**src/occ_pkg.sv**
```systemverilog
package occ_pkg;
   // Register byte offsets on the Avalon slave
   localparam logic [3:0] ADDR_CTRL = 4'h0;
   localparam logic [3:0] ADDR_PRIMARY = 4'h4;
   localparam logic [3:0] ADDR_SECONDARY = 4'h8;

   // Control register field positions
   localparam int CTRL_MODE_LSB = 0;
   localparam int CTRL_MODE_MSB = 2;
   localparam int CTRL_TSEL_BIT = 3;
   localparam int CTRL_FLT_BIT = 4;
   localparam int CTRL_IDLE_BIT = 13;
   localparam logic [15:0] CTRL_READ_MASK = 16'h201F;

   // Reset values
   localparam logic [2:0] MODE_RESET = 3'h0;
   localparam logic [15:0] CMP_RESET = 16'h0000;
   localparam logic [31:0] UNMAPPED_READ = 32'h0000_0000;

   // Compare mode field codes
   localparam logic [2:0] MODE_OFF = 3'h0;
   localparam logic [2:0] MODE_SET_HIGH = 3'h1;
   localparam logic [2:0] MODE_SET_LOW = 3'h2;
   localparam logic [2:0] MODE_TOGGLE = 3'h3;
   localparam logic [2:0] MODE_ONE_PULSE = 3'h4;
   localparam logic [2:0] MODE_PULSE_TRAIN = 3'h5;
   localparam logic [2:0] MODE_PWM = 3'h6;
   localparam logic [2:0] MODE_PWM_FAULT = 3'h7;

   // Channels up to this number use fault input A, the rest input B
   localparam int FAULT_A_LAST_CHANNEL = 4;

   typedef enum logic [1:0] {PS_WAIT_LEAD, PS_WAIT_TRAIL, PS_DONE} occ_pulse_t;
endpackage

```
**src/occ_regs_if.sv**
```systemverilog
`timescale 1ns/10ps
interface occ_regs_if;
   logic [2:0] mode;
   logic timeSel;
   logic idleStop;
   logic [15:0] primary;
   logic [15:0] secondary;
   logic ctrlLoaded;
   logic fltFlag;

   modport regs (
      output mode,
      output timeSel,
      output idleStop,
      output primary,
      output secondary,
      output ctrlLoaded,
      input fltFlag
   );
   modport core (
      input mode,
      input timeSel,
      input idleStop,
      input primary,
      input secondary,
      input ctrlLoaded,
      output fltFlag
   );
endinterface

```
**src/occ_output_compare_channel.sv**
```systemverilog
// The register offsets and the Avalon-MM register port were decided locally.
`timescale 1ns/10ps
// How it works
// - Compare selected timer against compare registers
// - Select bit picks second timer when set
// - Mode 000: off, no interrupt, port owns pin
// - Mode 001: start low, match drives high
// - Mode 010: start high, match drives low
// - Mode 011: keep level, toggle every match
// - Mode 100: start low, single pulse, trailing interrupt
// - Mode 101: start low, repeating pulses, falling interrupts
// - Mode 110: PWM, fault ignored, no interrupt
// - Mode 111: PWM, fault falling edge interrupts
// - Fault A serves channels 1-4, B 5-8
// - Fault flag sets on fault, control write clears it once fault pin is high
// - Idle-stop bit halts channel in CPU Idle
// - Unimplemented control bits read as zero
module occ_output_compare_channel #(
   parameter int CHANNEL_NUM = 1,
   parameter int CMP_WIDTH = 16
) (
   input wire logic mclk,
   input wire logic nrst,
   input wire logic [3:0] avs_address,
   input wire logic avs_read,
   input wire logic avs_write,
   input wire logic [31:0] avs_writedata,
   input wire logic [3:0] avs_byteenable,
   output logic [31:0] avs_readdata,
   output logic avs_waitrequest,
   input wire logic [CMP_WIDTH-1:0] timerCountA,
   input wire logic [CMP_WIDTH-1:0] timerCountB,
   input wire logic timerTickA,
   input wire logic timerTickB,
   input wire logic [CMP_WIDTH-1:0] timerPeriodA,
   input wire logic [CMP_WIDTH-1:0] timerPeriodB,
   input wire logic nFaultInputA,
   input wire logic nFaultInputB,
   input wire logic cpuIdle,
   output logic compareOutputPin,
   output logic compareOutputEn,
   output logic compareEventPulse
);
   occ_regs_if rif ();

   occ_reg_slave u_regs (
      .mclk(mclk),
      .nrst(nrst),
      .address(avs_address),
      .read(avs_read),
      .write(avs_write),
      .writedata(avs_writedata),
      .byteenable(avs_byteenable),
      .readdata(avs_readdata),
      .waitrequest(avs_waitrequest),
      .rif(rif.regs)
   );

   logic pin;
   logic fltFlag;
   logic faultPrev;
   logic irq;
   occ_pkg::occ_pulse_t pulseState;
   logic next_pin;
   logic next_flt;
   occ_pkg::occ_pulse_t next_pulseState;

   // Time base selection
   wire [CMP_WIDTH-1:0] selCount = rif.timeSel ? timerCountB : timerCountA;
   wire selTick = rif.timeSel ? timerTickB : timerTickA;
   wire [CMP_WIDTH-1:0] selPeriod = rif.timeSel ? timerPeriodB : timerPeriodA;

   // Halted channel neither matches nor sees faults
   wire halted = rif.idleStop & cpuIdle;
   wire running = ~halted;

   // Matches are taken only on the tick where the count is new
   wire priMatch = running & selTick & (selCount == rif.primary[CMP_WIDTH-1:0]);
   wire secMatch = running & selTick & (selCount == rif.secondary[CMP_WIDTH-1:0]);
   wire perMatch = running & selTick & (selCount == selPeriod);

   // Fault pin shared by a group of channels
   wire faultIn = (CHANNEL_NUM <= occ_pkg::FAULT_A_LAST_CHANNEL) ? nFaultInputA : nFaultInputB;
   wire faultFall = faultPrev & ~faultIn;
   wire faultEvent = running & (rif.mode == occ_pkg::MODE_PWM_FAULT) & faultFall;

   wire modeOff = (rif.mode == occ_pkg::MODE_OFF);
   wire modePulse = (rif.mode == occ_pkg::MODE_ONE_PULSE) |
                    (rif.mode == occ_pkg::MODE_PULSE_TRAIN);
   wire modePwm = (rif.mode == occ_pkg::MODE_PWM) | (rif.mode == occ_pkg::MODE_PWM_FAULT);
   wire pwmStartLevel = (rif.primary != occ_pkg::CMP_RESET);

   always_comb
   begin
      next_pin = pin;
      next_pulseState = pulseState;
      next_flt = fltFlag;
      if (rif.ctrlLoaded)
      begin
         // Mode entry sets the initial pin level
         next_pulseState = occ_pkg::PS_WAIT_LEAD;
         case (rif.mode)
            occ_pkg::MODE_SET_HIGH: next_pin = 1'b0;
            occ_pkg::MODE_SET_LOW: next_pin = 1'b1;
            occ_pkg::MODE_TOGGLE: next_pin = pin;
            occ_pkg::MODE_ONE_PULSE: next_pin = 1'b0;
            occ_pkg::MODE_PULSE_TRAIN: next_pin = 1'b0;
            occ_pkg::MODE_PWM: next_pin = pwmStartLevel;
            occ_pkg::MODE_PWM_FAULT: next_pin = pwmStartLevel;
            default: next_pin = pin;
         endcase
         // Reconfiguring clears the flag once the fault pin is back high
         if (faultIn)
            next_flt = 1'b0;
      end
      else
      begin
         case (rif.mode)
            occ_pkg::MODE_SET_HIGH:
            begin
               if (priMatch)
                  next_pin = 1'b1;
            end
            occ_pkg::MODE_SET_LOW:
            begin
               if (priMatch)
                  next_pin = 1'b0;
            end
            occ_pkg::MODE_TOGGLE:
            begin
               if (priMatch)
                  next_pin = ~pin;
            end
            occ_pkg::MODE_ONE_PULSE, occ_pkg::MODE_PULSE_TRAIN:
            begin
               case (pulseState)
                  occ_pkg::PS_WAIT_LEAD:
                  begin
                     if (priMatch)
                     begin
                        next_pin = 1'b1;
                        next_pulseState = occ_pkg::PS_WAIT_TRAIL;
                     end
                  end
                  occ_pkg::PS_WAIT_TRAIL:
                  begin
                     if (secMatch)
                     begin
                        next_pin = 1'b0;
                        if (rif.mode == occ_pkg::MODE_PULSE_TRAIN)
                           next_pulseState = occ_pkg::PS_WAIT_LEAD;
                        else
                           next_pulseState = occ_pkg::PS_DONE;
                     end
                  end
                  occ_pkg::PS_DONE: next_pulseState = occ_pkg::PS_DONE;
                  default: next_pulseState = occ_pkg::PS_WAIT_LEAD;
               endcase
            end
            occ_pkg::MODE_PWM, occ_pkg::MODE_PWM_FAULT:
            begin
               // Period restart wins over a duty match in the same tick
               if (priMatch)
                  next_pin = 1'b0;
               if (perMatch)
                  next_pin = pwmStartLevel;
            end
            default: next_pin = pin;
         endcase
      end
      // Fault sets the flag and forces the safe level; set wins over clear
      if (faultEvent)
         next_flt = 1'b1;
      if (next_flt & (rif.mode == occ_pkg::MODE_PWM_FAULT))
         next_pin = 1'b0;
      // A stopped channel holds everything but register-driven entry
      if (halted & ~rif.ctrlLoaded)
      begin
         next_pin = pin;
         next_pulseState = pulseState;
      end
   end

   // Output edges that count as events, per mode
   wire pinRise = ~pin & next_pin & ~rif.ctrlLoaded;
   wire pinFall = pin & ~next_pin & ~rif.ctrlLoaded;
   wire next_irq = ((rif.mode == occ_pkg::MODE_SET_HIGH) & pinRise) |
                   ((rif.mode == occ_pkg::MODE_SET_LOW) & pinFall) |
                   ((rif.mode == occ_pkg::MODE_TOGGLE) & (pinRise | pinFall)) |
                   (modePulse & pinFall) |
                   faultEvent;

   always_ff @(posedge mclk)
   begin
      if (!nrst)
      begin
         pin <= 1'b0;
         fltFlag <= 1'b0;
         faultPrev <= 1'b1;
         irq <= 1'b0;
         pulseState <= occ_pkg::PS_WAIT_LEAD;
      end
      else
      begin
         pin <= next_pin;
         fltFlag <= next_flt;
         faultPrev <= faultIn;
         irq <= next_irq;
         pulseState <= next_pulseState;
      end
   end

   assign rif.fltFlag = fltFlag;
   // Disabled channel releases the pin to the port logic
   assign compareOutputEn = ~modeOff;
   assign compareOutputPin = pin;
   assign compareEventPulse = irq;
endmodule

```
**src/occ_reg_slave.sv**
```systemverilog
`timescale 1ns/10ps
module occ_reg_slave (
   input wire logic mclk,
   input wire logic nrst,
   input wire logic [3:0] address,
   input wire logic read,
   input wire logic write,
   input wire logic [31:0] writedata,
   input wire logic [3:0] byteenable,
   output logic [31:0] readdata,
   output logic waitrequest,
   occ_regs_if.regs rif
);
   logic ack;
   logic [2:0] mode;
   logic timeSel;
   logic idleStop;
   logic [15:0] primary;
   logic [15:0] secondary;
   logic ctrlLoaded;

   // One wait state: request seen, then answered at the next edge
   wire request = read | write;
   wire accept = request & ~ack;
   wire doWrite = write & ack;
   wire selCtrl = (address == occ_pkg::ADDR_CTRL);
   wire selPri = (address == occ_pkg::ADDR_PRIMARY);
   wire selSec = (address == occ_pkg::ADDR_SECONDARY);
   wire [15:0] ctrlView = {2'h0, idleStop, 8'h00, rif.fltFlag, timeSel, mode};
   wire [31:0] readMux = selCtrl ? {16'h0000, ctrlView} :
                         selPri ? {16'h0000, primary} :
                         selSec ? {16'h0000, secondary} : occ_pkg::UNMAPPED_READ;
   wire [15:0] laneMask = {{8{byteenable[1]}}, {8{byteenable[0]}}};
   wire [15:0] nextPri = (primary & ~laneMask) | (writedata[15:0] & laneMask);
   wire [15:0] nextSec = (secondary & ~laneMask) | (writedata[15:0] & laneMask);

   assign waitrequest = request & ~ack;

   always_ff @(posedge mclk)
   begin
      if (!nrst)
      begin
         ack <= 1'b0;
         readdata <= occ_pkg::UNMAPPED_READ;
         mode <= occ_pkg::MODE_RESET;
         timeSel <= 1'b0;
         idleStop <= 1'b0;
         primary <= occ_pkg::CMP_RESET;
         secondary <= occ_pkg::CMP_RESET;
         ctrlLoaded <= 1'b0;
      end
      else
      begin
         ack <= accept;
         ctrlLoaded <= doWrite & selCtrl;
         if (accept & read)
            readdata <= readMux;
         // Fault flag bit is not writable; hardware owns it
         if (doWrite & selCtrl & byteenable[0])
         begin
            mode <= writedata[occ_pkg::CTRL_MODE_MSB:occ_pkg::CTRL_MODE_LSB];
            timeSel <= writedata[occ_pkg::CTRL_TSEL_BIT];
         end
         if (doWrite & selCtrl & byteenable[1])
            idleStop <= writedata[occ_pkg::CTRL_IDLE_BIT];
         if (doWrite & selPri)
            primary <= nextPri;
         if (doWrite & selSec)
            secondary <= nextSec;
      end
   end

   assign rif.mode = mode;
   assign rif.timeSel = timeSel;
   assign rif.idleStop = idleStop;
   assign rif.primary = primary;
   assign rif.secondary = secondary;
   assign rif.ctrlLoaded = ctrlLoaded;
endmodule

```
**config.mk**
```make
export PLATFORM = sky130hd
export DESIGN_NAME = occ_output_compare_channel
export DESIGN_NICKNAME = d
export VERILOG_FILES = /design/src/occ_pkg.sv /design/src/occ_regs_if.sv /design/src/occ_output_compare_channel.sv /design/src/occ_reg_slave.sv
export SDC_FILE = /design/constraint.sdc
export NUM_CORES = 1
export LEC_CHECK = 0
export ABC_AREA = 1
export BUFFER_PORTS_ARGS = -buffer_cell sky130_fd_sc_hd__buf_2
export CAP_MARGIN = 5
export CORE_MARGIN = 2
export CORE_UTILIZATION = 53
export CTS_CLUSTER_DIAMETER = 50
export DETAILED_ROUTE_END_ITERATION = 8
export PLACE_DENSITY_LB_ADDON = 0.15
export SLEW_MARGIN = 20
export SYNTH_ARGS = -nofsm -noshare
export SYNTH_HDL_FRONTEND = slang
export SYNTH_HIERARCHICAL = 1
export SYNTH_SLANG_ARGS = --single-unit
```
**constraint.sdc**
```tcl
create_clock -name mclk -period 2.8 [get_ports mclk]
set_input_delay 0 -clock mclk [delete_from_list [all_inputs] [get_ports mclk]]
set_output_delay 0 -clock mclk [all_outputs]
set_load 0.01 [all_outputs]
```
; ---- Word-level counts from Yosys, hierarchy flattened
; Index checks and enable logic that the tools add are counted.
[op_classes]
n_eq_ne = 16
n_mux = 26
bitwise = 47
reduce_logical = 9
[op_table]
columns = cell, n
row1 = $mux W32, 2
row2 = $and A16 B16 Y16, 3
row3 = $eq A16 B16 Y1, 3
row4 = $mux W16, 3
row5 = $or A16 B16 Y16, 2
row6 = $and A1 B1 Y1, 26
row7 = $not A16 Y16, 1
row8 = $reduce_bool A16 Y1, 1
row9 = $eq A3 B3 Y1 const B, 4
row10 = $mux W1, 12
row11 = $mux W2, 5
row12 = $not A1 Y1, 8
row13 = $or A1 B1 Y1, 7
row14 = $eq A3 B2 Y1 const B, 2
row15 = $ne A3 B2 Y1 const B, 2
row16 = $pmux W2 S3, 1
row17 = $pmux W1 S5, 1
row18 = $eq A4 B3 Y1 const B, 1
row19 = $eq A4 B4 Y1 const B, 1
row20 = $logic_not A4 Y1, 1
row21 = $reduce_and A4 Y1, 1
row22 = $reduce_or A2 Y1, 2
row23 = $eq A3 B1 Y1 const B, 1
row24 = $logic_not A3 Y1, 1
row25 = other kinds (7), 7
[totals]
ff_bits = 77
out_inout_bits = 36
wordCells = 111

; ---- Longest topological paths before layout
[depth]
word_depth = 18
ltp_mapped = 25
depth_no_buf = 23

; ---- Modules after synthesis
; Netlist, hierarchy kept.
[modules_own_cells]
columns = module, instances, cells_per_inst, area_each_um2, seq_area_each_um2
row1 = occ_reg_slave, 1, 423, 2884.0, 1101.1
row2 = occ_output_compare_channel, 1, 423, 1936.9, 120.1

; ---- Worst setup path after synthesis
; No wires, ideal clock.
[synth_timing]
path_type = register to register
startpoint = register u_regs.timeSel, in the netlist u_regs/rif.timeSel
endpoint = register irq, in the netlist compareEventPulse
setup_time_ns = 0.066
arrival_time_ns = 2.494
setup_slack_ns = 0.240
stages_incl_launch_ff = 22
n_path_buf = 2
path_cell_list = dfxtp_1 > inv_2 > buf_6 > buf_6 > o21ai_1 > o22ai_1 > nor2_1 > o2111ai_1 > nor3_1 > nand3_1 > ha_1 > a21oi_1 > o221ai_1 > a21oi_1 > nand2_1 > nand2_1 > nand2_1 > nand2_1 > nand3_1 > nand2_1 > nand2_1 > a21oi_2
[synth_via]
elab_chain_len = 17
word_cells_on_any_way = 34
[synth_rtl]
columns = item, line
row1 = from (decl), occ_reg_slave.sv:16  ; logic timeSel;
row2 = from (signal assigned), occ_reg_slave.sv:62  ; timeSel <= writedata[occ_pkg::CTRL_TSEL_BIT];
row3 = $mux W16 / $mux W1 (equally long branches), "occ_output_compare_channel.sv:69, occ_output_compare_channel.sv:70"
row4 = $eq A16 B16 Y1 (tied with other cells), occ_output_compare_channel.sv:79  ; wire secMatch = running & selTick & (selCount == rif.secondary[CMP_WIDTH-1:0]);
row5 = "$and A1 B1 Y1, on equally long branches", "occ_output_compare_channel.sv:79, occ_output_compare_channel.sv:78"
row6 = "$mux W1, on equally long branches", -
row7 = $pmux W1 S2 / $mux W1 (equally long branches), "occ_output_compare_channel.sv:136, occ_output_compare_channel.sv:165"
row8 = $pmux W1 S5 *, occ_output_compare_channel.sv:118  ; case (rif.mode)
row9 = $mux W1 *, occ_output_compare_channel.sv:98  ; if (rif.ctrlLoaded)
row10 = $mux W1 *, occ_output_compare_channel.sv:174  ; if (next_flt & (rif.mode == occ_pkg::MODE_PWM_FAULT))
row11 = $mux W1 *, occ_output_compare_channel.sv:177  ; if (halted & ~rif.ctrlLoaded)
row12 = $not A1 Y1, occ_output_compare_channel.sv:186  ; wire pinFall = pin & ~next_pin & ~rif.ctrlLoaded;
row13 = $and A1 B1 Y1 (2 in a row), occ_output_compare_channel.sv:186
row14 = $and A1 B1 Y1 / $or A1 B1 Y1 (equally long branches), "occ_output_compare_channel.sv:188, occ_output_compare_channel.sv:189"
row15 = $or A1 B1 Y1 / $and A1 B1 Y1 (equally long branches), "occ_output_compare_channel.sv:187, occ_output_compare_channel.sv:189"
row16 = $or A1 B1 Y1, occ_output_compare_channel.sv:188  ; ((rif.mode == occ_pkg::MODE_SET_LOW) & pinFall) |
row17 = $or A1 B1 Y1 *, occ_output_compare_channel.sv:189  ; ((rif.mode == occ_pkg::MODE_TOGGLE) & (pinRise | pinFall)) |
row18 = $or A1 B1 Y1 *, occ_output_compare_channel.sv:190  ; (modePulse & pinFall) |
row19 = to (signal assigned), occ_output_compare_channel.sv:208  ; irq <= next_irq;
row20 = to (decl), occ_output_compare_channel.sv:62  ; logic irq;
; Mark *: on every way between the ends. The rest lies on a longest branch, timed or not.
; A chain may end at the register's enable or synchronous reset.

; ---- Final worst setup path
; Ends and elaborated chain as after synthesis.

==> impl_metrics.csv <==
group,metric,value,unit
grt,grt_pass1_wl,23500,µm
cells_and_area,n_fill_cell,832,
die,row_count,34,
route,firstDrtPassIters,5,
clock_network,cts_tree,"built",
status,violations,"negative setup slack",
worst_setup_path,criticalPathCategory,"reg -> reg",
synthesis,yosysWarnings,6,
grt,grt_pass1_vias,5082,
timing,finClkSkew,9.27,ps
route,met2_length,6990,µm
worst_setup_path,crit_fanout,5,
synthesis,yosysSeqAreaShare,25.3,%
timing,report.final.setup_viol,3,
route,wl_per_cell,14.0,µm
clock_network,clkSinkCount,61,
synthesis,synth_seq_cells,61,
timing,slew_headroom,59.9,%
clock_network,htreeDepth,3,
timing,hold_viol,0,
synthesis,ys.flop_type,"dfxtp_1",
synthesis,ys_top_cells_by_area,"dfxtp_1 (25%), nand2_1 (24%), nor2_1 (8.6%)",
route,routed_wl,15300,µm
route,ant_nets,0,
worst_hold_path,worst_hold_path_type,"in -> reg",
route,top_layer,"met4",
worst_setup_path,startpoint_type,"register",
die,start_util,55.0,%
die,core_region_area,0.00876,mm²
clock_network,cts.path.max_buffers,2,
placed_design,place.gp.congestion,0.922,
power_and_ir_drop,power_density,338,mW/mm²
die,die_h,99.4,µm
synthesis,synth-edff-count,0,
grt,track_usage,29.6,%
synthesis,netlist_area,0.00482,mm²
cells_and_area,fin_cells,1087,
run,cap_violations,0,
power_and_ir_drop,p_total,0.00202,W
grt,grt_overflow_total,0,
timing,rsz0062_at_grt,"yes",
cells_and_area,area_growth,24.1,%
cells_and_area,drive_gt1_share,22.4,%
synthesis,syn_area_per_cell,5.70,µm²
die,dieWidth,99.4,µm
timing,finalCriticalPeriod,2900,ps
clock_network,cts_made_buffers,9,
placed_design,dpl.cell_count,1051,
power_and_ir_drop,p_leak,3.11,nW
power_and_ir_drop,ir_drop,403,µV
route,routed-via-count,5819,
die,io_pins,149,
die,dieArea,0.00987,mm²
placed_design,portBuffers,113,
route,wl_met1,6420,µm
status,status,"complete, but fails checks",
cells_and_area,diodes,0,
timing,max_clock_freq,345,MHz
synthesis,netlist.area_leader.share,25.3,%
timing,setup_ws,-97.3,ps
clock_network,clk_latency,350,ps
placed_design,dp.final_hpwl,11200,µm
synthesis,synthCells,846,
route,vias_per_cell,5.35,
route,drc,0,
worst_setup_path,critPathRequiredTime,3080,ps
route,initialDrtViolationCount,379,
timing,tightest_slew,600,ps
synthesis,yosysTopAreaCell,"dfxtp_1",
grt,grt_max_degree,45,
worst_setup_path,critPathArrivalTime,3180,ps
timing,maxSlewViolCount,0,
clock_network,clkTransAtPathRegs,70,ps
timing,min_period_over_period,103,%
grt,antenna_found_initial,0,
route,wl_met3,1330,µm
synthesis,synth-async-reset-ratio,0,%
clock_network,cts_root_buf,"clkbuf_8",
synthesis,synthDistinctLibCells,39,
worst_setup_path,cp-end-kind,"register",
cells_and_area,finalNetCount,1089,
critical path: stages (launching register included):
cell and delay [ps]:
dfxtp_4 400, inv_6 100, buf_12 120, nand2_4 50, nand2_4 70, inv_2 50
a22o_1 230, nor4_2 330, nand3_2 170, ha_1 310, a21oi_1 150, o221ai_1 130
a21oi_1 150, nand2_1 70, nand2_1 50, nand2_1 60, nand2_1 80, nand3_1 70
nand2_1 60, nand2_1 60, a21oi_2 120
layer usage:
layer	up-vias	global-route usage, %
li1	2882	-
met1	2602	39.8
met2	295	47.6
met3	40	4.71
met4	0	11.9
met5	-	0
cells in the mapped netlist (3+ instances only):
master / number
a21oi_1: 25
buf_1: 5
buf_2: 8
buf_4: 23
buf_6: 7
clkbuf_1: 6
dfxtp_1: 61
inv_1: 109
inv_2: 3
nand2_1: 312
nand3_1: 64
nand3b_1: 9
nand4_1: 38
nor2_1: 110
nor2_4: 6
nor3_1: 5
nor3_4: 3
nor4_1: 6
o2111ai_1: 3
o21ai_0: 13
o21ai_1: 3
o22ai_1: 3
xor2_1: 3
power breakdown:
part	total (W)	internal (W)	switching, W
clock network	0.000740	0.000351	0.000389
logic	0.000393	0.000145	0.000248
registers	0.000886	0.000877	0.00000842
worst paths after layout:
kind / startpoint / end / slack (ps) / cells past startpoint
worst max register to register: u_regs/rif.timeSel$_SDFFE_PN0P_ / compareEventPulse$_SDFF_PN0_ / -100 / 20
worst max-delay path: u_regs/rif.timeSel$_SDFFE_PN0P_ / compareEventPulse$_SDFF_PN0_ / -100 / 20
worst min register to register: u_regs/readdata[10]$_SDFFE_PN0P_ / u_regs/readdata[10]$_SDFFE_PN0P_ / 470 / 2
worst min-delay path: avs_writedata[5] / register / 9 / 5
through the flow:
step / setup TNS (ps) / setup slack (ps) / utilization, % / hold slack (ps) / instance area [µm²]
5_1_grt: -702 / -282 / 68.3 / 21.1 / 5980
2_1_floorplan: 0 / 240 / - / 68.7 / 4880
3_3_place_gp: 0 / 1.40 / 61.8 / 205 / 5420
4_1_cts: 0 / 4.58 / 64.9 / 3.20 / 5690
3_5_place_dp: -108 / -108 / 61.8 / 215 / 5420
6_report: -184 / -97.3 / 68.3 / 8.71 / 5980
cell type report:
cell class              count  area [µm²]  area share, %
inverters                 113         429           7.17
flip-flops and latches     61        1220           20.5
well taps                 108         135           2.26
clock inverters             6        45.0          0.753
multi-input cells         638        3030           50.7
clock buffers              10         138           2.30
repair buffers            151         978           16.4
cells in the final DEF (no fill, tap or decap), drive strengths merged, types with 4 or more instances in the layout:
master,n
o21ai,16
nor4,6
clkinv,5
nand4,38
nand2,315
nor2,118
a21oi,26
nand3,66
conb,16
dfxtp,61
buf,143
clkbuf,14
nand3b,9
nor3,8
inv,114
dlygate4sd3,4
logic make-up (layout without fill, tap and decap cells):
family / after synthesis / after routing / share of synthesized area, %
flops: 61 / 61 / 25.3
fa+ha+maj: 2 / 2 / 0.519
other cells: 1 / 16 / 0.0778
buf+inv: 162 / 280 / 15.7
compound gates: 53 / 53 / 6.20
xor+xnor: 5 / 5 / 0.909
simple gates: 562 / 562 / 51.3
repair_timing:
action                                 in CTS  in global routing
gates cloned                                0                  4
buffers inserted                            6                  6
pin swaps                                   0                 17
hold buffers                                4                  0
setup endpoints to repair                   1                  4
endpoints found under the hold margin       5                  0
resized for setup                           4                 44
Note: power is estimated with default switching activity, not from simulation.
